==> src/spio_regs.svh <==
// Constants for the speed preset discrete I/O logic.
`ifndef SPIO_REGS_SVH
`define SPIO_REGS_SVH
`define SPIO_CLK_MHZ        125
`define SPIO_CLEAR_HOLD_MS  30
`define SPIO_CLEAR_CYCLES   (`SPIO_CLEAR_HOLD_MS * 1000 * `SPIO_CLK_MHZ)
`define SPIO_READY_MS       1600
`define SPIO_READY_CYCLES   (`SPIO_READY_MS * 1000 * `SPIO_CLK_MHZ)
`define SPIO_METHOD_ANALOG  2'h0
`define SPIO_METHOD_PARAM   2'h1
`define SPIO_METHOD_ALWAYS  2'h2
`define SPIO_ALARM_OVERHEAT 0
`define SPIO_ALARM_OVERLOAD 1
`define SPIO_ALARM_PWRCYCLE 2
`define SPIO_ALARM_BATTERY  3
`endif

==> src/spio_pkg.sv <==
// Types for the speed preset discrete I/O logic.
package spio_pkg;
  typedef enum logic [1:0] {SPIO_FEED1, SPIO_FEED2, SPIO_FEED3, SPIO_FEED4}
    spio_feed_t;
  typedef enum logic [1:0] {SPIO_HOLD, SPIO_RUN_CW, SPIO_RUN_CCW}
    spio_motion_t;
endpackage

==> src/spio_sync_if.sv <==
// Bundle of synchronised discrete inputs between the I/O modules.
`timescale 1ns/10ps
interface spio_sync_if #(parameter int N = 8);
  logic [N-1:0] raw;
  logic [N-1:0] sync;
  modport src (input raw, output sync);
  modport dst (output raw, input sync);
endinterface

==> src/spio_io.sv <==
// Discrete I/O logic of a servo driver in speed preset mode.
//
// Operation
// RULE1: Run input starts motion, selected speed.
// RULE2: No run input holds zero speed.
// RULE3: Negative analog reference reverses direction.
// RULE4: Feed one reversed by direction parameter.
// RULE5: Alarm clear held 30 ms clears.
// RULE6: Overheat and overload wait for cooling.
// RULE7: Power cycle alarm survives alarm clear.
// RULE8: Clamp needs enable and method 0X/1X.
// RULE9: Method 0X uses analog limit reference.
// RULE10: Method 1X uses torque preset parameter.
// RULE11: Method 2X always clamps with preset.
// RULE12: Brake output follows two brake modes.
// RULE13: Speed match within detection width.
// RULE14: Target is preset or commanded speed.
// RULE15: Running cw above stop speed.
// RULE16: Running ccw above stop speed.
// RULE17: Stopped below stop detection speed.
// RULE18: Clamped output when torque is limited.
// RULE19: Internal limit from five preset values.
// RULE20: Servo ok 1.6 s after power, no alarm.
// RULE21: Battery alarm keeps servo ok on.
// RULE22: Two select inputs choose feed speed.
// RULE23: Drive enable with no fault, brake ok.
// RULE24: Both run inputs mean hold.
`timescale 1ns/10ps
`include "spio_regs.svh"
module spio_io import spio_pkg::*; #(
  parameter int SW          = 16,
  parameter int TW          = 16,
  parameter int CLEAR_CYC   = `SPIO_CLEAR_CYCLES,
  parameter int READY_CYC   = `SPIO_READY_CYCLES
) (
  input  wire logic          clk_i,                // 125 MHz clock.
  input  wire logic          rst_i,                // Power-up reset.
  input  wire logic          run_ccw_input_i,      // Run ccw pin.
  input  wire logic          run_cw_input_i,       // Run cw pin.
  input  wire logic          alarm_clear_input_i,  // Alarm clear pin.
  input  wire logic          torque_clamp_enable_input_i, // Clamp pin.
  input  wire logic          speed_select_a_i,     // Select a pin.
  input  wire logic          speed_select_b_i,     // Select b pin.
  input  wire logic          drive_enable_input_i, // Drive enable pin.
  input  wire logic          brake_confirm_i,      // Brake confirm pin.
  input  wire logic          ref_one_analog_i,     // Feed one analog.
  input  wire logic          ref_two_analog_i,     // Feed two analog.
  input  wire logic signed [SW-1:0] analog_reference_one_i, // Ref one.
  input  wire logic signed [SW-1:0] analog_reference_two_i, // Ref two.
  input  wire logic [SW-1:0] feed_preset_1_i,      // Feed one preset.
  input  wire logic [SW-1:0] feed_preset_2_i,      // Feed two preset.
  input  wire logic [SW-1:0] feed_preset_3_i,      // Feed three preset.
  input  wire logic [SW-1:0] feed_preset_4_i,      // Feed four preset.
  input  wire logic          feed1_reverse_i,      // Feed one reverse.
  input  wire logic [1:0]    torque_limit_method_i, // Limit method.
  input  wire logic [TW-1:0] torque_limit_ref_i,   // Analog limit.
  input  wire logic [TW-1:0] torque_preset_i,      // Torque preset.
  input  wire logic [TW-1:0] torque_preset_extra_a_i, // Extra preset a.
  input  wire logic [TW-1:0] torque_preset_extra_b_i, // Extra preset b.
  input  wire logic [TW-1:0] torque_preset_extra_c_i, // Extra preset c.
  input  wire logic [TW-1:0] torque_preset_extra_d_i, // Extra preset d.
  input  wire logic [2:0]    torque_preset_sel_i,  // Preset index 0..4.
  input  wire logic [TW-1:0] motor_peak_torque_i,  // Motor peak limit.
  input  wire logic [TW-1:0] torque_demand_i,      // Loop torque demand.
  input  wire logic signed [SW-1:0] actual_speed_i, // Measured speed.
  input  wire logic [SW-1:0] match_width_i,        // Detection width.
  input  wire logic          target_is_command_i,  // Target select.
  input  wire logic [SW-1:0] stop_speed_i,         // Stop speed.
  input  wire logic          brake_mode_a_i,       // Brake mode one.
  input  wire logic          brake_mode_b_i,       // Brake mode two.
  input  wire logic          driver_overheat_alarm_i, // Overheat event.
  input  wire logic          motor_overload_alarm_i,  // Overload event.
  input  wire logic          temp_ok_i,            // Temperature ok.
  input  wire logic          power_cycle_alarm_i,  // Power cycle event.
  input  wire logic          battery_low_alarm_i,  // Battery low event.
  input  wire logic          other_alarm_i,        // Other resettable.
  output logic               motion_o,             // Run commanded, not hold.
  output logic               dir_ccw_o,            // Commanded ccw.
  output logic signed [SW-1:0] speed_cmd_o,        // Signed speed cmd.
  output logic               position_hold_o,      // Zero speed hold.
  output logic               torque_limit_on_o,    // Clamp applied.
  output logic [TW-1:0]      torque_limit_o,       // Clamp value.
  output logic               drive_active_o,       // Drive operational.
  output logic [4:0]         alarm_o,              // Latched alarms.
  output logic               brake_drive_output_o, // Brake output.
  output logic               speed_match_output_o, // Speed match.
  output logic               running_cw_output_o,  // Running cw.
  output logic               running_ccw_output_o, // Running ccw.
  output logic               motor_stopped_output_o, // Stopped.
  output logic               torque_clamped_output_o, // Clamped.
  output logic               servo_ok_output_o     // Servo ok.
);
  localparam int NIN = 8;
  spio_sync_if #(.N(NIN)) pins ();
  assign pins.raw = {brake_confirm_i, drive_enable_input_i,
                     speed_select_b_i, speed_select_a_i,
                     torque_clamp_enable_input_i, alarm_clear_input_i,
                     run_cw_input_i, run_ccw_input_i};
  spio_sync #(.N(NIN)) u_sync (
    .clk_i (clk_i),
    .rst_i (rst_i),
    .bus   (pins.src)
  );

  logic ccw_s, cw_s, clr_s, clamp_s, sel_a_s, sel_b_s, en_s, bconf_s;
  assign {bconf_s, en_s, sel_b_s, sel_a_s, clamp_s, clr_s, cw_s, ccw_s} =
    pins.sync;

  function automatic logic [SW-1:0] mag(input logic signed [SW-1:0] v);
    mag = v[SW-1] ? SW'(-v) : SW'(v);
  endfunction

  // Feed select decode.
  spio_feed_t feed;
  // RULE22: select decode
  assign feed = spio_feed_t'({sel_b_s, sel_a_s});

  logic [SW-1:0] feed_mag;
  logic          feed_neg;
  always_comb begin
    feed_mag = feed_preset_4_i;
    feed_neg = 1'b0;
    unique case (feed)
      SPIO_FEED1: begin
        // RULE3: analog polarity reverse
        feed_mag = ref_one_analog_i ? mag(analog_reference_one_i)
                                    : feed_preset_1_i;
        feed_neg = ref_one_analog_i & analog_reference_one_i[SW-1];
      end
      SPIO_FEED2: begin
        feed_mag = ref_two_analog_i ? mag(analog_reference_two_i)
                                    : feed_preset_2_i;
        feed_neg = ref_two_analog_i & analog_reference_two_i[SW-1];
      end
      SPIO_FEED3: feed_mag = feed_preset_3_i;
      SPIO_FEED4: feed_mag = feed_preset_4_i;
    endcase
  end

  // Alarm latches; the set wins over a clear in the same cycle.
  logic [31:0] clr_cnt_q;
  logic        clr_fire;
  // RULE5: 30 ms hold
  assign clr_fire = clr_s && (clr_cnt_q == 32'(CLEAR_CYC - 1));
  always_ff @(posedge clk_i or posedge rst_i) begin
    if (rst_i) begin
      clr_cnt_q <= 32'h0;
    end else if (!clr_s) begin
      clr_cnt_q <= 32'h0;
    end else if (clr_cnt_q != 32'(CLEAR_CYC)) begin
      clr_cnt_q <= clr_cnt_q + 32'h1;
    end
  end

  logic [4:0] alarm_q;
  logic [4:0] alarm_set;
  logic [4:0] alarm_clr;
  assign alarm_set = {other_alarm_i, battery_low_alarm_i,
                      power_cycle_alarm_i, motor_overload_alarm_i,
                      driver_overheat_alarm_i};
  // RULE6: thermal alarms wait
  // RULE7: power cycle alarm kept
  assign alarm_clr = clr_fire ? {1'b1, 1'b1, 1'b0, temp_ok_i, temp_ok_i}
                              : 5'h0;
  always_ff @(posedge clk_i or posedge rst_i) begin
    if (rst_i) begin
      alarm_q <= 5'h0;
    end else begin
      alarm_q <= alarm_set | (alarm_q & ~alarm_clr);
    end
  end

  logic fault;
  // RULE21: battery excluded
  assign fault = |(alarm_q & ~(5'h1 << `SPIO_ALARM_BATTERY));

  // Power-up timer for servo ok.
  logic [31:0] up_cnt_q;
  logic        up_done;
  assign up_done = (up_cnt_q == 32'(READY_CYC));
  always_ff @(posedge clk_i or posedge rst_i) begin
    if (rst_i) begin
      up_cnt_q <= 32'h0;
    end else if (!up_done) begin
      up_cnt_q <= up_cnt_q + 32'h1;
    end
  end

  // Motion command.
  spio_motion_t motion;
  logic         dir_ccw;
  logic         active;
  // RULE23: enable gating
  assign active = en_s && !fault && up_done &&
                  (bconf_s == brake_drive_output_o);
  always_comb begin
    // RULE24: both runs hold
    // RULE2: no run holds
    if (!active || (cw_s == ccw_s)) begin
      motion = SPIO_HOLD;
    end else if (cw_s) begin
      motion = SPIO_RUN_CW;
    end else begin
      motion = SPIO_RUN_CCW;
    end
  end
  // RULE4: feed one reverse
  assign dir_ccw = (motion == SPIO_RUN_CCW) ^ feed_neg ^
                   ((feed == SPIO_FEED1) & feed1_reverse_i);

  logic signed [SW-1:0] cmd_d;
  // RULE1: start at feed speed
  assign cmd_d = (motion == SPIO_HOLD) ? '0 :
                 (dir_ccw ? $signed(feed_mag) : $signed(SW'(-feed_mag)));

  always_ff @(posedge clk_i or posedge rst_i) begin
    if (rst_i) begin
      motion_o        <= 1'b0;
      dir_ccw_o       <= 1'b0;
      speed_cmd_o     <= '0;
      position_hold_o <= 1'b1;
      drive_active_o  <= 1'b0;
    end else begin
      motion_o        <= (motion != SPIO_HOLD);
      dir_ccw_o       <= (motion != SPIO_HOLD) && dir_ccw;
      speed_cmd_o     <= cmd_d;
      position_hold_o <= (motion == SPIO_HOLD);
      drive_active_o  <= active;
    end
  end

  // Torque limit selection.
  logic [TW-1:0] preset_lim;
  always_comb begin
    // RULE19: preset source
    unique case (torque_preset_sel_i)
      3'h1: preset_lim = torque_preset_extra_a_i;
      3'h2: preset_lim = torque_preset_extra_b_i;
      3'h3: preset_lim = torque_preset_extra_c_i;
      3'h4: preset_lim = torque_preset_extra_d_i;
      default: preset_lim = torque_preset_i;
    endcase
  end

  logic          lim_on;
  logic [TW-1:0] lim_val;
  always_comb begin
    lim_on  = 1'b0;
    lim_val = motor_peak_torque_i;
    unique case (torque_limit_method_i)
      // RULE8: enable gated
      // RULE9: analog source
      `SPIO_METHOD_ANALOG: begin
        lim_on  = clamp_s;
        lim_val = torque_limit_ref_i;
      end
      // RULE10: parameter source
      `SPIO_METHOD_PARAM: begin
        lim_on  = clamp_s;
        lim_val = preset_lim;
      end
      // RULE11: always clamped
      `SPIO_METHOD_ALWAYS: begin
        lim_on  = 1'b1;
        lim_val = preset_lim;
      end
      default: lim_on = 1'b0;
    endcase
    if (!lim_on || lim_val > motor_peak_torque_i) begin
      lim_val = motor_peak_torque_i;
    end
  end

  always_ff @(posedge clk_i or posedge rst_i) begin
    if (rst_i) begin
      torque_limit_on_o       <= 1'b0;
      torque_limit_o          <= '0;
      torque_clamped_output_o <= 1'b0;
    end else begin
      torque_limit_on_o       <= lim_on;
      torque_limit_o          <= lim_val;
      // RULE18: clamp flag
      torque_clamped_output_o <= (torque_demand_i >= lim_val);
    end
  end

  // Speed status outputs.
  logic [SW-1:0] act_mag;
  logic [SW-1:0] target_mag;
  logic [SW-1:0] diff;
  assign act_mag = mag(actual_speed_i);
  // RULE14: target select
  assign target_mag = target_is_command_i ? mag(cmd_d) : feed_mag;
  assign diff = (act_mag > target_mag) ? SW'(act_mag - target_mag)
                                       : SW'(target_mag - act_mag);

  always_ff @(posedge clk_i or posedge rst_i) begin
    if (rst_i) begin
      speed_match_output_o   <= 1'b0;
      running_cw_output_o    <= 1'b0;
      running_ccw_output_o   <= 1'b0;
      motor_stopped_output_o <= 1'b1;
    end else begin
      // RULE13: width window
      speed_match_output_o   <= (diff <= match_width_i);
      // RULE15: cw above stop
      running_cw_output_o    <= actual_speed_i[SW-1] &&
                                (act_mag > stop_speed_i);
      // RULE16: ccw above stop
      running_ccw_output_o   <= !actual_speed_i[SW-1] &&
                                (act_mag > stop_speed_i);
      // RULE17: below stop
      motor_stopped_output_o <= (act_mag < stop_speed_i);
    end
  end

  always_ff @(posedge clk_i or posedge rst_i) begin
    if (rst_i) begin
      brake_drive_output_o <= 1'b0;
      servo_ok_output_o    <= 1'b0;
      alarm_o              <= 5'h0;
    end else begin
      // RULE12: brake modes
      brake_drive_output_o <= brake_mode_b_i ? (en_s && !fault)
                              : (brake_mode_a_i ? en_s : (en_s && up_done));
      // RULE20: power-up delay
      servo_ok_output_o    <= up_done && !fault;
      alarm_o              <= alarm_q;
    end
  end
endmodule // spio_io

==> src/spio_sync.sv <==
// Two-stage synchroniser for the 24 V discrete inputs.
`timescale 1ns/10ps
module spio_sync #(
  parameter int N = 8
) (
  input  wire logic   clk_i,  // Core clock.
  input  wire logic   rst_i,  // Async reset, high.
  spio_sync_if.src    bus     // Raw in, synced out.
);
  logic [N-1:0] meta_q;
  logic [N-1:0] sync_q;

  always_ff @(posedge clk_i or posedge rst_i) begin
    if (rst_i) begin
      meta_q <= '0;
      sync_q <= '0;
    end else begin
      meta_q <= bus.raw;
      sync_q <= meta_q;
    end
  end

  assign bus.sync = sync_q;
endmodule // spio_sync

==> config.mk <==
export PLATFORM = sky130hd
export DESIGN_NAME = spio_io
export DESIGN_NICKNAME = d
export VERILOG_FILES = /design/src/spio_pkg.sv /design/src/spio_sync_if.sv /design/src/spio_io.sv /design/src/spio_sync.sv
export VERILOG_INCLUDE_DIRS = /design/src
export SDC_FILE = /design/constraint.sdc
export NUM_CORES = 1
export LEC_CHECK = 0
export BUFFER_PORTS_ARGS = -buffer_cell sky130_fd_sc_hd__buf_2
export CELL_PAD_IN_SITES_DETAIL_PLACEMENT = 0
export CELL_PAD_IN_SITES_GLOBAL_PLACEMENT = 1
export CORE_MARGIN = 10
export CORE_UTILIZATION = 40
export DETAILED_ROUTE_END_ITERATION = 7
export GPL_ROUTABILITY_DRIVEN = 0
export PLACE_DENSITY = 0.91
export SLEW_MARGIN = 20
export SYNTH_ARGS = -nofsm -noshare
export SYNTH_HDL_FRONTEND = slang
export SYNTH_SLANG_ARGS = --single-unit
==> constraint.sdc <==
create_clock -name clk_i -period 10.7 [get_ports clk_i]
set_clock_uncertainty 0.05 [all_clocks]
set_input_delay 2.14 -clock clk_i [delete_from_list [all_inputs] [get_ports clk_i]]
set_output_delay 2.14 -clock clk_i [all_outputs]
set_load 0.005 [all_outputs]
==> results of run 1 <==
-- Yosys cell counts, types with 5 or more instances --
cell and number:
sky130_fd_sc_hd__or3_1 11, sky130_fd_sc_hd__a31oi_1 6, sky130_fd_sc_hd__o21ai_0 60, sky130_fd_sc_hd__clkbuf_1 48
sky130_fd_sc_hd__buf_2 11, sky130_fd_sc_hd__and2_1 40, sky130_fd_sc_hd__nand2b_1 23, sky130_fd_sc_hd__xnor2_1 92
sky130_fd_sc_hd__a221oi_1 34, sky130_fd_sc_hd__a21oi_1 68, sky130_fd_sc_hd__a21o_1 45, sky130_fd_sc_hd__a211oi_1 7
sky130_fd_sc_hd__o211ai_1 8, sky130_fd_sc_hd__and3_1 17, sky130_fd_sc_hd__nor3_1 27, sky130_fd_sc_hd__dfrtp_1 132
sky130_fd_sc_hd__nor2b_1 23, sky130_fd_sc_hd__nor3b_1 5, sky130_fd_sc_hd__a22oi_1 17, sky130_fd_sc_hd__mux2_2 38
sky130_fd_sc_hd__nor2_1 82, sky130_fd_sc_hd__inv_1 97, sky130_fd_sc_hd__nor4_1 17, sky130_fd_sc_hd__o221ai_1 6
sky130_fd_sc_hd__xor2_1 34, sky130_fd_sc_hd__nand2_1 82, sky130_fd_sc_hd__o31ai_1 14, sky130_fd_sc_hd__a22o_1 18
sky130_fd_sc_hd__buf_1 9, sky130_fd_sc_hd__or2_2 7, sky130_fd_sc_hd__o21a_1 16, sky130_fd_sc_hd__ha_1 107
sky130_fd_sc_hd__o21ai_1 8, sky130_fd_sc_hd__nand4_1 32, sky130_fd_sc_hd__nand3_1 45, sky130_fd_sc_hd__mux2i_1 69
-- cell type report --
| class | instances | area [sq um] | area share |
|---|---|---|---|
| Tap cell | 402 | 503 | 0.0325 |
| Antenna cell | 5 | 12.5 | 0.000808 |
| Multi-Input combinational cell | 1163 | 8830 | 0.570 |
| Inverter | 99 | 377 | 0.0243 |
| Clock buffer | 19 | 443 | 0.0286 |
| Clock inverter | 13 | 159 | 0.0103 |
| Timing Repair Buffer | 356 | 1800 | 0.116 |
| Sequential cell | 134 | 3360 | 0.217 |
-- cells in the final DEF, fill, tap and decap left out, types with 18 or more instances in the layout --
master / count
sky130_fd_sc_hd__buf_2: 347
sky130_fd_sc_hd__dfrtp_1: 132
sky130_fd_sc_hd__ha_1: 106
sky130_fd_sc_hd__inv_1: 96
sky130_fd_sc_hd__xnor2_1: 92
sky130_fd_sc_hd__nand2_1: 82
sky130_fd_sc_hd__nor2_1: 82
sky130_fd_sc_hd__mux2i_1: 69
sky130_fd_sc_hd__a21oi_1: 68
sky130_fd_sc_hd__o21ai_0: 60
sky130_fd_sc_hd__nand3_1: 45
sky130_fd_sc_hd__a21o_1: 45
sky130_fd_sc_hd__and2_1: 40
sky130_fd_sc_hd__mux2_2: 38
sky130_fd_sc_hd__xor2_1: 34
sky130_fd_sc_hd__a221oi_1: 34
sky130_fd_sc_hd__nand4_1: 32
sky130_fd_sc_hd__nor3_1: 27
sky130_fd_sc_hd__nand2b_1: 23
sky130_fd_sc_hd__nor2b_1: 20
sky130_fd_sc_hd__a22o_1: 18
-- worst paths after layout --
kind,startpoint,depth (start not counted),to
max,analog_reference_one_i[0],36,speed_match_output_o
min,u_sync.meta_q[4],0,u_sync.bus.sync[4]
min reg2reg,u_sync.meta_q[4],0,u_sync.bus.sync[4]
max reg2reg,up_cnt_q[0],39,speed_match_output_o
max in group asynchronous,rst_i,3,clr_cnt_q[21]
min in group asynchronous,rst_i,2,torque_limit_o[13]
-- cell families after synthesis --
group                      Yosys count  share of synthesized area
and+or+nand+nor                    457                      0.199
AOI/OAI and AO/OA                  360                      0.202
muxes                              110                     0.0914
adders and majority gates          109                      0.107
DFF                                134                      0.261
buffers and inverters              170                     0.0519
xor gates and xnor gates           127                     0.0872
-- layer usage --
metal,vias to the layer above,wire [microns]
met5,-,7
met3,42,2590
met2,448,20000
met1,5960,19700
met4,2,611
li1,5978,-
-- flip-flops by register name, indices dropped and copies added, names as in the netlist --
| name | count |
|---|---|
| speed_match_output_o | 1 |
| u_sync.meta_q | 8 |
| servo_ok_output_o | 1 |
| u_sync.bus.sync | 8 |
| alarm_o | 5 |
| clr_cnt_q | 32 |
| up_cnt_q | 32 |
| running_ccw_output_o | 1 |
| motion_o | 1 |
| speed_cmd_o | 16 |
| torque_clamped_output_o | 1 |
| torque_limit_o | 16 |
| drive_active_o | 1 |
| torque_limit_on_o | 1 |
| motor_stopped_output_o | 1 |
| position_hold_o | 1 |
| alarm_q | 5 |
| dir_ccw_o | 1 |
| running_cw_output_o | 1 |
| brake_drive_output_o | 1 |
-- power breakdown --
group	switching, mW	internal, mW
clock	0.244	0.356
sequential	0.0109	0.525
combinational	0.346	0.274
total	0.600	1.16
-- through the flow --
step | util | hold WS [ps]
3_3_place_gp | 0.470 | 283
6_report | 0.490 | 296
4_1_cts | 0.489 | 298
3_5_place_dp | 0.470 | 285
2_1_floorplan | - | 281
5_1_grt | 0.490 | 299
==> reports/results.env, run 1 <==
DESIGN_POWER_TOTAL_mW=1.76
ROWS=65
DRV.MAX_CAP_VIOLATION_COUNT=0
GRT_FIRST_PASS_WIRELENGTH_MICRONS=66800
SYNTH_CELL_TYPES=98
CTS-ROOT-TO-SINK-BUFFERS=2
ANTENNA_VIOLATIONS_BEFORE_REPAIR=6
FINAL.SETUP.TNS_PS=0
CRIT_REQUIRED_PS=11000
AREA_GROWTH_PCT=20.6
DETAIL_ROUTE.WL_PER_CELL_MICRONS=19.6
DETAILEDROUTE.FIRSTITERATIONVIOLATIONS=958
TIMING.CRITICAL_PATH.MAX_DELAY_FAMILY='compound AO/OA/AOI/OAI gates'
YOSYS_MOST_USED_DFF='sky130_fd_sc_hd__dfrtp_1'
POWER_LEAKAGE_nW=7.44
CTS_BUFFERS=17
GRT_UTIL_MET2=0.337
CP_SLOWEST_STAGE_DELAY_PS=470
SYNTH_SEQUENTIAL_AREA_RATIO=0.261
DIE_HEIGHT_MICRONS=199
GLOBALROUTETOTALUTIL=0.210
SYNTH.TOP_CELL.AREA_SHARE=0.257
N_FILL_CELL=3008
FIN_NETS=2179
LAYOUT_WORST_PATH_CYCLE_SHARE=0.901
MAXSLEWHEADROOM=0.348
CTS.SINK_COUNT=134
GLOBALROUTEOVERFLOWTOTAL=0
SYNTHTOPCELLSBYAREA='sky130_fd_sc_hd__dfrtp_1, sky130_fd_sc_hd__ha_1, sky130_fd_sc_hd__xnor2_1'
UNREPAIRED_SETUP_ENDPOINTS_AFTER_GLOBAL_ROUTING='false'
CRITICAL_PATH.N_BUFFERS_INVERTERS=3
STATUS='complete, no violations'
LAYOUT-DRIVE-GT1-SHARE=0.268
IOPINCOUNT=348
WORST_PATH_MAX_DELAY_CELL='sky130_fd_sc_hd__or3b_1'
VDD_DROP_MAX_uV=85.3
SYNTH.AVG_CELL_AREA_SQ_UM=8.76
FLOORPLAN.INITIALDENSITY=0.406
FINAL-SETUP-VIOL-COUNT=0
DP_HPWL_MICRONS=35100
VIASPERCELL=5.67
P_PER_AREA_nW_PER_UM2=113
MOST_NUMEROUS_CELL_ON_THE_CRITICAL_PATH='sky130_fd_sc_hd__o21a_1'
DETAIL_ROUTE.FIRST_PASS.ITERATIONS=5
SYNTH_EDF_COUNT=0
PLACED_CELLS_INCL_TAPS=2154
DRC=0
POST_CTS.REPAIR.SETUP_BUFFERS=0
FP.DIEW_MICRONS=199
SETUP_SLACK_OF_THE_MOST_CRITICAL_REG_TO_REG_PATH_PS=1720
MAPPEDNETLISTNETS=1875
FINAL.SETUP.WORST_SLACK_PS=1060
CORE_REGION_AREA_SQ_UM=31600
PORT-BUFFER-COUNT=347
ROUTE.VIAS.TOTAL=12400
MAX_FREQ_MHz=104
CTS_HOLD_REPAIR.BUFFERS=0
MIN-DELAY-PATH-CLASS='flip-flop to flip-flop'
GRT.MET3_USAGE=0.0333
CRITICAL_PATH_PEAK_FANOUT=9
CRIT_PATH_END_KIND='flip-flop'
SYNTH_AREA_SQ_UM=12800
ASYNC_RESET_FF_FRAC=1.00
CTS-HTREE-LEVELS=4
FINALNONFILLERCELLS=2191
SETUP.WORST_PATH.START_CLASS='input pin'
GRTUSAGEMET1=0.287
HOLD_VIOLATIONS=0
ANTENNA_VIOLATING_NETS_POST_ROUTE=0
GRT_MAX_DEGREE=78
FINISH.INSTANCE_AREA_SQ_UM=15500
SETUP.WORST_PATH.CLASS='input pin to flip-flop'
TIMING.CRITICAL_PATH.ARRIVAL_PS=9930
GLOBAL_ROUTE.PEAK_USAGE_LAYER='met2'
DIEAREA_SQ_UM=39700
PLACEMENT.CELL_AREA_SQ_UM=14900
TRITONCTS='yes'
WORSTSKEWPAIRLATENCY_PS=440
SYNTH_INSTANCES=1467
CLK_PIN_SLEW_PS=60
FINAL-MAX-SLEW-VIOLATION-COUNT=0
YS.WARNINGS.COUNT=0
POSTROUTEWIRELENGTH_MICRONS=43000
NUMBER_OF_GLOBAL_ROUTE_VIAS_BEFORE_REPAIR=12200
SYNTH_AREA_LEADER_CELL='sky130_fd_sc_hd__dfrtp_1'
POSTSYNTHREGISTERBITS=134
CTS.REPAIR.RESIZED=0
CLOCK_TREE.ROOT_CELL='sky130_fd_sc_hd__clkbuf_16'
FINAL_PERIOD_MINUS_WORST_SETUP_SLACK_PS=9640
DETAILEDPLACE.WORSTSLACK_PS=796
TIGHTESTPINTRANSITION_PS=969
Power figures use the tool's default switching activity.
==> run 2, diff against run 1 <==
- CORE_ASPECT_RATIO: default -> 0.8
==> run 2 against run 1 <==
  * Sequential cell count unchanged
  * Critical path depth is 2 lower
  * Clock power rose by 1%
  * Via count is 1.2% higher
  * Cell count increased by 1.1%
  * Power grew 0.85%
==> reports/results.env, run 2 (synthesis results as in run 1) <==
STATUS='complete, no violations'
POST_CTS.REPAIR.SETUP_BUFFERS=0
SETUP.WORST_PATH.START_CLASS='input pin'
DRC=0
WORSTSKEWPAIRLATENCY_PS=430
DP_HPWL_MICRONS=35700
TIMING.CRITICAL_PATH.ARRIVAL_PS=10110
CRIT_PATH_END_KIND='flip-flop'
AREA_GROWTH_PCT=21.2
DESIGN_POWER_TOTAL_mW=1.77
POWER.SHARE.SWITCHING=0.351
DRV.MAX_CAP_VIOLATION_COUNT=0
SEQ_POWER_SHARE=0.302
DIEAREA_SQ_UM=39700
CLOCK_TREE.ROOT_CELL='sky130_fd_sc_hd__clkbuf_16'
HOLD_VIOLATIONS=0
POWER_LEAKAGE_nW=7.50
POWER.SHARE.CLOCK=0.343
FINAL.SETUP.WORST_SLACK_PS=892
SETUP.WORST_PATH.CLASS='input pin to flip-flop'
VIASPERCELL=5.68
FINAL.SETUP.TNS_PS=0
UNREPAIRED_SETUP_ENDPOINTS_AFTER_GLOBAL_ROUTING='false'
SEQCELLAREA_SQ_UM=3360
GLOBALROUTETOTALUTIL=0.211
CRITICAL_PATH_PEAK_FANOUT=18
DIE_HEIGHT_MICRONS=180
DETAILEDPLACE.WORSTSLACK_PS=629
LAYOUT-DRIVE-GT1-SHARE=0.270
CORE_REGION_AREA_SQ_UM=31600
FINALNONFILLERCELLS=2216
NETSW_uW=621
TIMING.CRITICAL_PATH.MAX_DELAY_FAMILY='compound AO/OA/AOI/OAI gates'
LARGEST_REGISTERS_IN_THE_FINAL_LAYOUT='clr_cnt_q x32, up_cnt_q x32'
VDD_DROP_MAX_uV=107
PORT-BUFFER-COUNT=347
GRT_FIRST_PASS_WIRELENGTH_MICRONS=68000
CP_SLOWEST_STAGE_DELAY_PS=690
MAX_FREQ_MHz=102
WORST_PATH_MAX_DELAY_CELL='sky130_fd_sc_hd__or4_1'
CTS-ROOT-TO-SINK-BUFFERS=2
CRITICAL_PATH.N_BUFFERS_INVERTERS=2
CTS_HOLD_REPAIR.BUFFERS=0
DETAIL_ROUTE.WL_PER_CELL_MICRONS=19.6
FINAL_PERIOD_MINUS_WORST_SETUP_SLACK_PS=9810
LAYOUT.CORE_UTILIZATION=0.493
ROUTE.VIAS.TOTAL=12600
POSTROUTEWIRELENGTH_MICRONS=43400
SHARE_COMB_OF_TOTAL_POWER=0.355
FLOORPLAN.INITIALDENSITY=0.407
TIGHTESTPINTRANSITION_PS=1110
ANTENNA_VIOLATIONS_BEFORE_REPAIR=4
LAYOUT_COMMON_CELLS='sky130_fd_sc_hd__buf_2, sky130_fd_sc_hd__dfrtp_1, sky130_fd_sc_hd__ha_1'
MAXSLEWHEADROOM=0.256
N_FILL_CELL=3047
P_PER_AREA_nW_PER_UM2=114
HOLD_SLACK_PS=299
ROWS=58
MULTIINPUTGATEAREA_SQ_UM=8820
DETAILEDROUTE.FIRSTITERATIONVIOLATIONS=1024
MIN-DELAY-PATH-CLASS='flip-flop to flip-flop'
CTS_BUFFERS=17
ANTENNA_VIOLATING_NETS_POST_ROUTE=0
INTERNAL_POWER_mW=1.15
PLACED_CELLS_INCL_TAPS=2181
CTS.REPAIR.RESIZED=0
FINAL-MAX-SLEW-VIOLATION-COUNT=0
CTS-HTREE-LEVELS=4
FIN_NETS=2188
DETAIL_ROUTE.FIRST_PASS.ITERATIONS=5
GLOBALROUTEOVERFLOWTOTAL=0
NUMBER_OF_GLOBAL_ROUTE_VIAS_BEFORE_REPAIR=12400
FINISH.INSTANCE_AREA_SQ_UM=15600
CRIT_REQUIRED_PS=11000
TRITONCTS='yes'
FINAL-SETUP-VIOL-COUNT=0
IOPINCOUNT=348
GRT_MAX_DEGREE=80
LAYOUT_WORST_PATH_CYCLE_SHARE=0.917
CTS.SINK_COUNT=134
CLK_PIN_SLEW_PS=70
FINAL_COMMON_CELL='sky130_fd_sc_hd__buf_2'
FP.DIEW_MICRONS=220
PLACEMENT.CELL_AREA_SQ_UM=15000
## run 2: cell count changes in the layout (fill, tap and decap cells not counted), sizes merged
| cell | change |
|---|---|
| buf | +9 |
| clkbuf | +1 |
| clkinv | +2 |
| clkinvlp | -2 |
| bufinv | -1 |
| diode | -2 |
## run 2: area by class of cell
class                   instances  share of cell area
multi-input cells            1163               0.567
flip-flops and latches        134               0.216
repair buffers                365               0.120
well taps                     420              0.0338
clock buffers                  20              0.0300
inverters                      99              0.0242
clock inverters                12             0.00876
diodes                          3            0.000482
## run 2: power groups by stage
stage	clock, mW	sequential, mW	combinational [mW]
6_report	0.607	0.534	0.629
5_1_grt	0.645	0.537	0.697
4_1_cts	0.624	0.534	0.622
3_5_place_dp	0	0.544	0.618
3_3_place_gp	0	0.543	0.605
2_1_floorplan	0	0.542	0.412
## run 2: final timing paths
path / start / end / slack, ps / cells past startpoint
max: analog_reference_two_i[1] / speed_match_output_o / 890 / 34
min: u_sync.meta_q[5] / u_sync.bus.sync[5] / 300 / 0
max reg2reg: alarm_q[1] / speed_match_output_o / 1810 / 34
min reg2reg: u_sync.meta_q[5] / u_sync.bus.sync[5] / 300 / 0
max in group asynchronous: rst_i / dir_ccw_o / 7760 / 3
min in group asynchronous: rst_i / clr_cnt_q[19] / 1720 / 2
## run 2: routing by layer
metal / global-route usage / wire length (microns) / vias to the layer above
met5: 0 / 27 / -
met4: 0.0561 / 936 / 4
met3: 0.0582 / 3670 / 65
met2: 0.312 / 18800 / 482
met1: 0.295 / 19900 / 6038
li1: - / - / 5989
==> run 3, diff against run 2 <==
- CORE_UTILIZATION: 40 -> 43
- PLACE_DENSITY: 0.91 -> 0.95
- clock period: 10.7 -> 11.5 ns (I/O delays scaled with it)
==> run 3 against run 2 <==
  * Register-to-register slack improved by 210 ps
  * Critical path depth unchanged
  * Combinational power decreased by 7.9%
  * Cell area decreased by 0.79%
  * Non-clock buffer count decreased by 6
  * Utilization increased by 3.3 points
  * Clock power decreased by 9.9%
  * Setup slack improved by 660 ps
  * Count of clock-buffer cells in the layout decreased by 1
  * Sequential power decreased by 6.6%
  * Via count decreased by 0.96%
  * Routed wire length decreased by 1.8%
  * Critical path type unchanged
  * Largest power group unchanged
==> reports/results.env, run 3 (synthesis results as in run 1) <==
ANTENNA_VIOLATING_NETS_POST_ROUTE=0
LAYOUT_COMMON_CELLS='sky130_fd_sc_hd__buf_2, sky130_fd_sc_hd__dfrtp_1, sky130_fd_sc_hd__ha_1'
SETUP.WORST_PATH.CLASS='input pin to flip-flop'
DRC=0
DESIGN_POWER_TOTAL_mW=1.62
CTS-HTREE-LEVELS=4
CTS-ROOT-TO-SINK-BUFFERS=2
ROWS=56
POST_CTS.REPAIR.SETUP_BUFFERS=0
GRT_MAX_DEGREE=80
LARGEST_REGISTERS_IN_THE_FINAL_LAYOUT='clr_cnt_q x32, up_cnt_q x32'
POWER_LEAKAGE_nW=7.45
CTS.REPAIR.RESIZED=0
SETUP.WORST_PATH.START_CLASS='input pin'
DP_HPWL_MICRONS=34500
TIMING.CRITICAL_PATH.MAX_DELAY_FAMILY='compound AO/OA/AOI/OAI gates'
NUMBER_OF_GLOBAL_ROUTE_VIAS_BEFORE_REPAIR=12200
CTS.SINK_COUNT=134
GRT_FIRST_PASS_WIRELENGTH_MICRONS=66200
PORT-BUFFER-COUNT=347
GRT.MET3_USAGE=0.0526
CTS_BUFFERS=17
FINAL_COMMON_CELL='sky130_fd_sc_hd__buf_2'
FIN_NETS=2182
FINAL-SETUP-VIOL-COUNT=0
POSTROUTEWIRELENGTH_MICRONS=42600
CRITICAL_PATH.N_BUFFERS_INVERTERS=2
WORSTSKEWPAIRLATENCY_PS=430
ROUTE.VIAS.TOTAL=12500
DIE_HEIGHT_MICRONS=175
CRIT_REQUIRED_PS=11800
GRT_UTIL_MET2=0.337
VIASPERCELL=5.74
HOLD_VIOLATIONS=0
LAYOUT-DRIVE-GT1-SHARE=0.268
FINAL_PERIOD_MINUS_WORST_SETUP_SLACK_PS=9940
CLOCK_TREE.ROOT_CELL='sky130_fd_sc_hd__clkbuf_16'
FINAL.SETUP.WORST_SLACK_PS=1560
STATUS='complete, no violations'
LAYOUT.CORE_UTILIZATION=0.526
GLOBALROUTEOVERFLOWTOTAL=0
CORE_REGION_AREA_SQ_UM=29400
FINAL-MAX-SLEW-VIOLATION-COUNT=0
FINALNONFILLERCELLS=2169
CRIT_PATH_END_KIND='flip-flop'
MIN-DELAY-PATH-CLASS='flip-flop to flip-flop'
MAXSLEWHEADROOM=0.286
DETAIL_ROUTE.WL_PER_CELL_MICRONS=19.6
CLK_PIN_SLEW_PS=60
TIGHTESTPINTRANSITION_PS=1070
PLACEMENT.CELL_AREA_SQ_UM=14900
DETAILEDPLACE.WORSTSLACK_PS=1310
MOST_NUMEROUS_CELL_ON_THE_CRITICAL_PATH='sky130_fd_sc_hd__o21a_1'
DETAIL_ROUTE.FIRST_PASS.ITERATIONS=5
CP_SLOWEST_STAGE_DELAY_PS=680
VDD_DROP_MAX_uV=103
ANTENNA_VIOLATIONS_BEFORE_REPAIR=7
LAYOUT_WORST_PATH_CYCLE_SHARE=0.865
FP.DIEW_MICRONS=213
DRV.MAX_CAP_VIOLATION_COUNT=0
AREA_GROWTH_PCT=20.2
GLOBALROUTETOTALUTIL=0.220
FINISH.INSTANCE_AREA_SQ_UM=15400
GRTUSAGEMET1=0.305
GLOBAL_ROUTE.PEAK_USAGE_LAYER='met2'
FLOORPLAN.INITIALDENSITY=0.438
PLACED_CELLS_INCL_TAPS=2132
MAX_FREQ_MHz=101
UNREPAIRED_SETUP_ENDPOINTS_AFTER_GLOBAL_ROUTING='false'
DIEAREA_SQ_UM=37200
CRITICAL_PATH_PEAK_FANOUT=11
IOPINCOUNT=348
HOLD_SLACK_PS=298
TIMING.CRITICAL_PATH.ARRIVAL_PS=10240
CTS_HOLD_REPAIR.BUFFERS=0
FINAL.SETUP.TNS_PS=0
P_PER_AREA_nW_PER_UM2=105
DETAILEDROUTE.FIRSTITERATIONVIOLATIONS=1225
N_FILL_CELL=2768
TRITONCTS='yes'
WORST_PATH_MAX_DELAY_CELL='sky130_fd_sc_hd__or4_1'
-- run 3: cell types whose count changed in the layout (fill, tap and decap cells not counted), moves of 2 or more --
cell                       delta
sky130_fd_sc_hd__diode_2      +2
sky130_fd_sc_hd__clkinv_2     +4
sky130_fd_sc_hd__buf_4        -6
sky130_fd_sc_hd__inv_8        -4
sky130_fd_sc_hd__clkinv_4     -2
sky130_fd_sc_hd__inv_6        +2
-- run 3: path summary, 6_finish.rpt --
path / startpoint / to / slack, ps / cells past startpoint
max: analog_reference_two_i[1] / speed_match_output_o / 1560 / 34
max in group asynchronous: rst_i / up_cnt_q[2] / 8350 / 3
min: u_sync.meta_q[6] / u_sync.bus.sync[6] / 300 / 0
min reg2reg: u_sync.meta_q[6] / u_sync.bus.sync[6] / 300 / 0
min in group asynchronous: rst_i / torque_limit_o[4] / 1880 / 2
max reg2reg: up_cnt_q[0] / speed_match_output_o / 2020 / 38
-- run 3: layout make-up --
type                            count  area (sq um)  area share
Clock buffer                       19           453      0.0293
Tap cell                          377           472      0.0305
Sequential cell                   134          3360       0.217
Antenna cell                        5          12.5    0.000810
Clock inverter                     13           119     0.00770
Inverter                           99           377      0.0244
Timing Repair Buffer              359          1830       0.119
Multi-Input combinational cell   1163          8830       0.571
-- run 3: worst reg2reg max path, delay by kind of cell, from the launching register on --
| kind | cells | cell delay (ps) |
|---|---|---|
| AOI/OAI and AO/OA | 18 | 2880 |
| and+or+nand+nor | 10 | 3300 |
| DFF | 1 | 440 |
| muxes | 1 | 360 |
| buffers and inverters | 5 | 1300 |
| adders and majority gates | 4 | 1070 |
-- run 3: metal layers --
layer,vias up,share of wire
met5,-,0.00049
met4,4,0.016
met3,53,0.081
met2,481,0.44
met1,5942,0.46
li1,5977,-
-- run 3: report_power, final --
group	internal (mW)	switching (mW)	leakage, nW
Sequential	0.488	0.0108	1.72
Clock	0.311	0.235	0.284
Combinational	0.256	0.323	5.45
Total	1.06	0.569	7.45
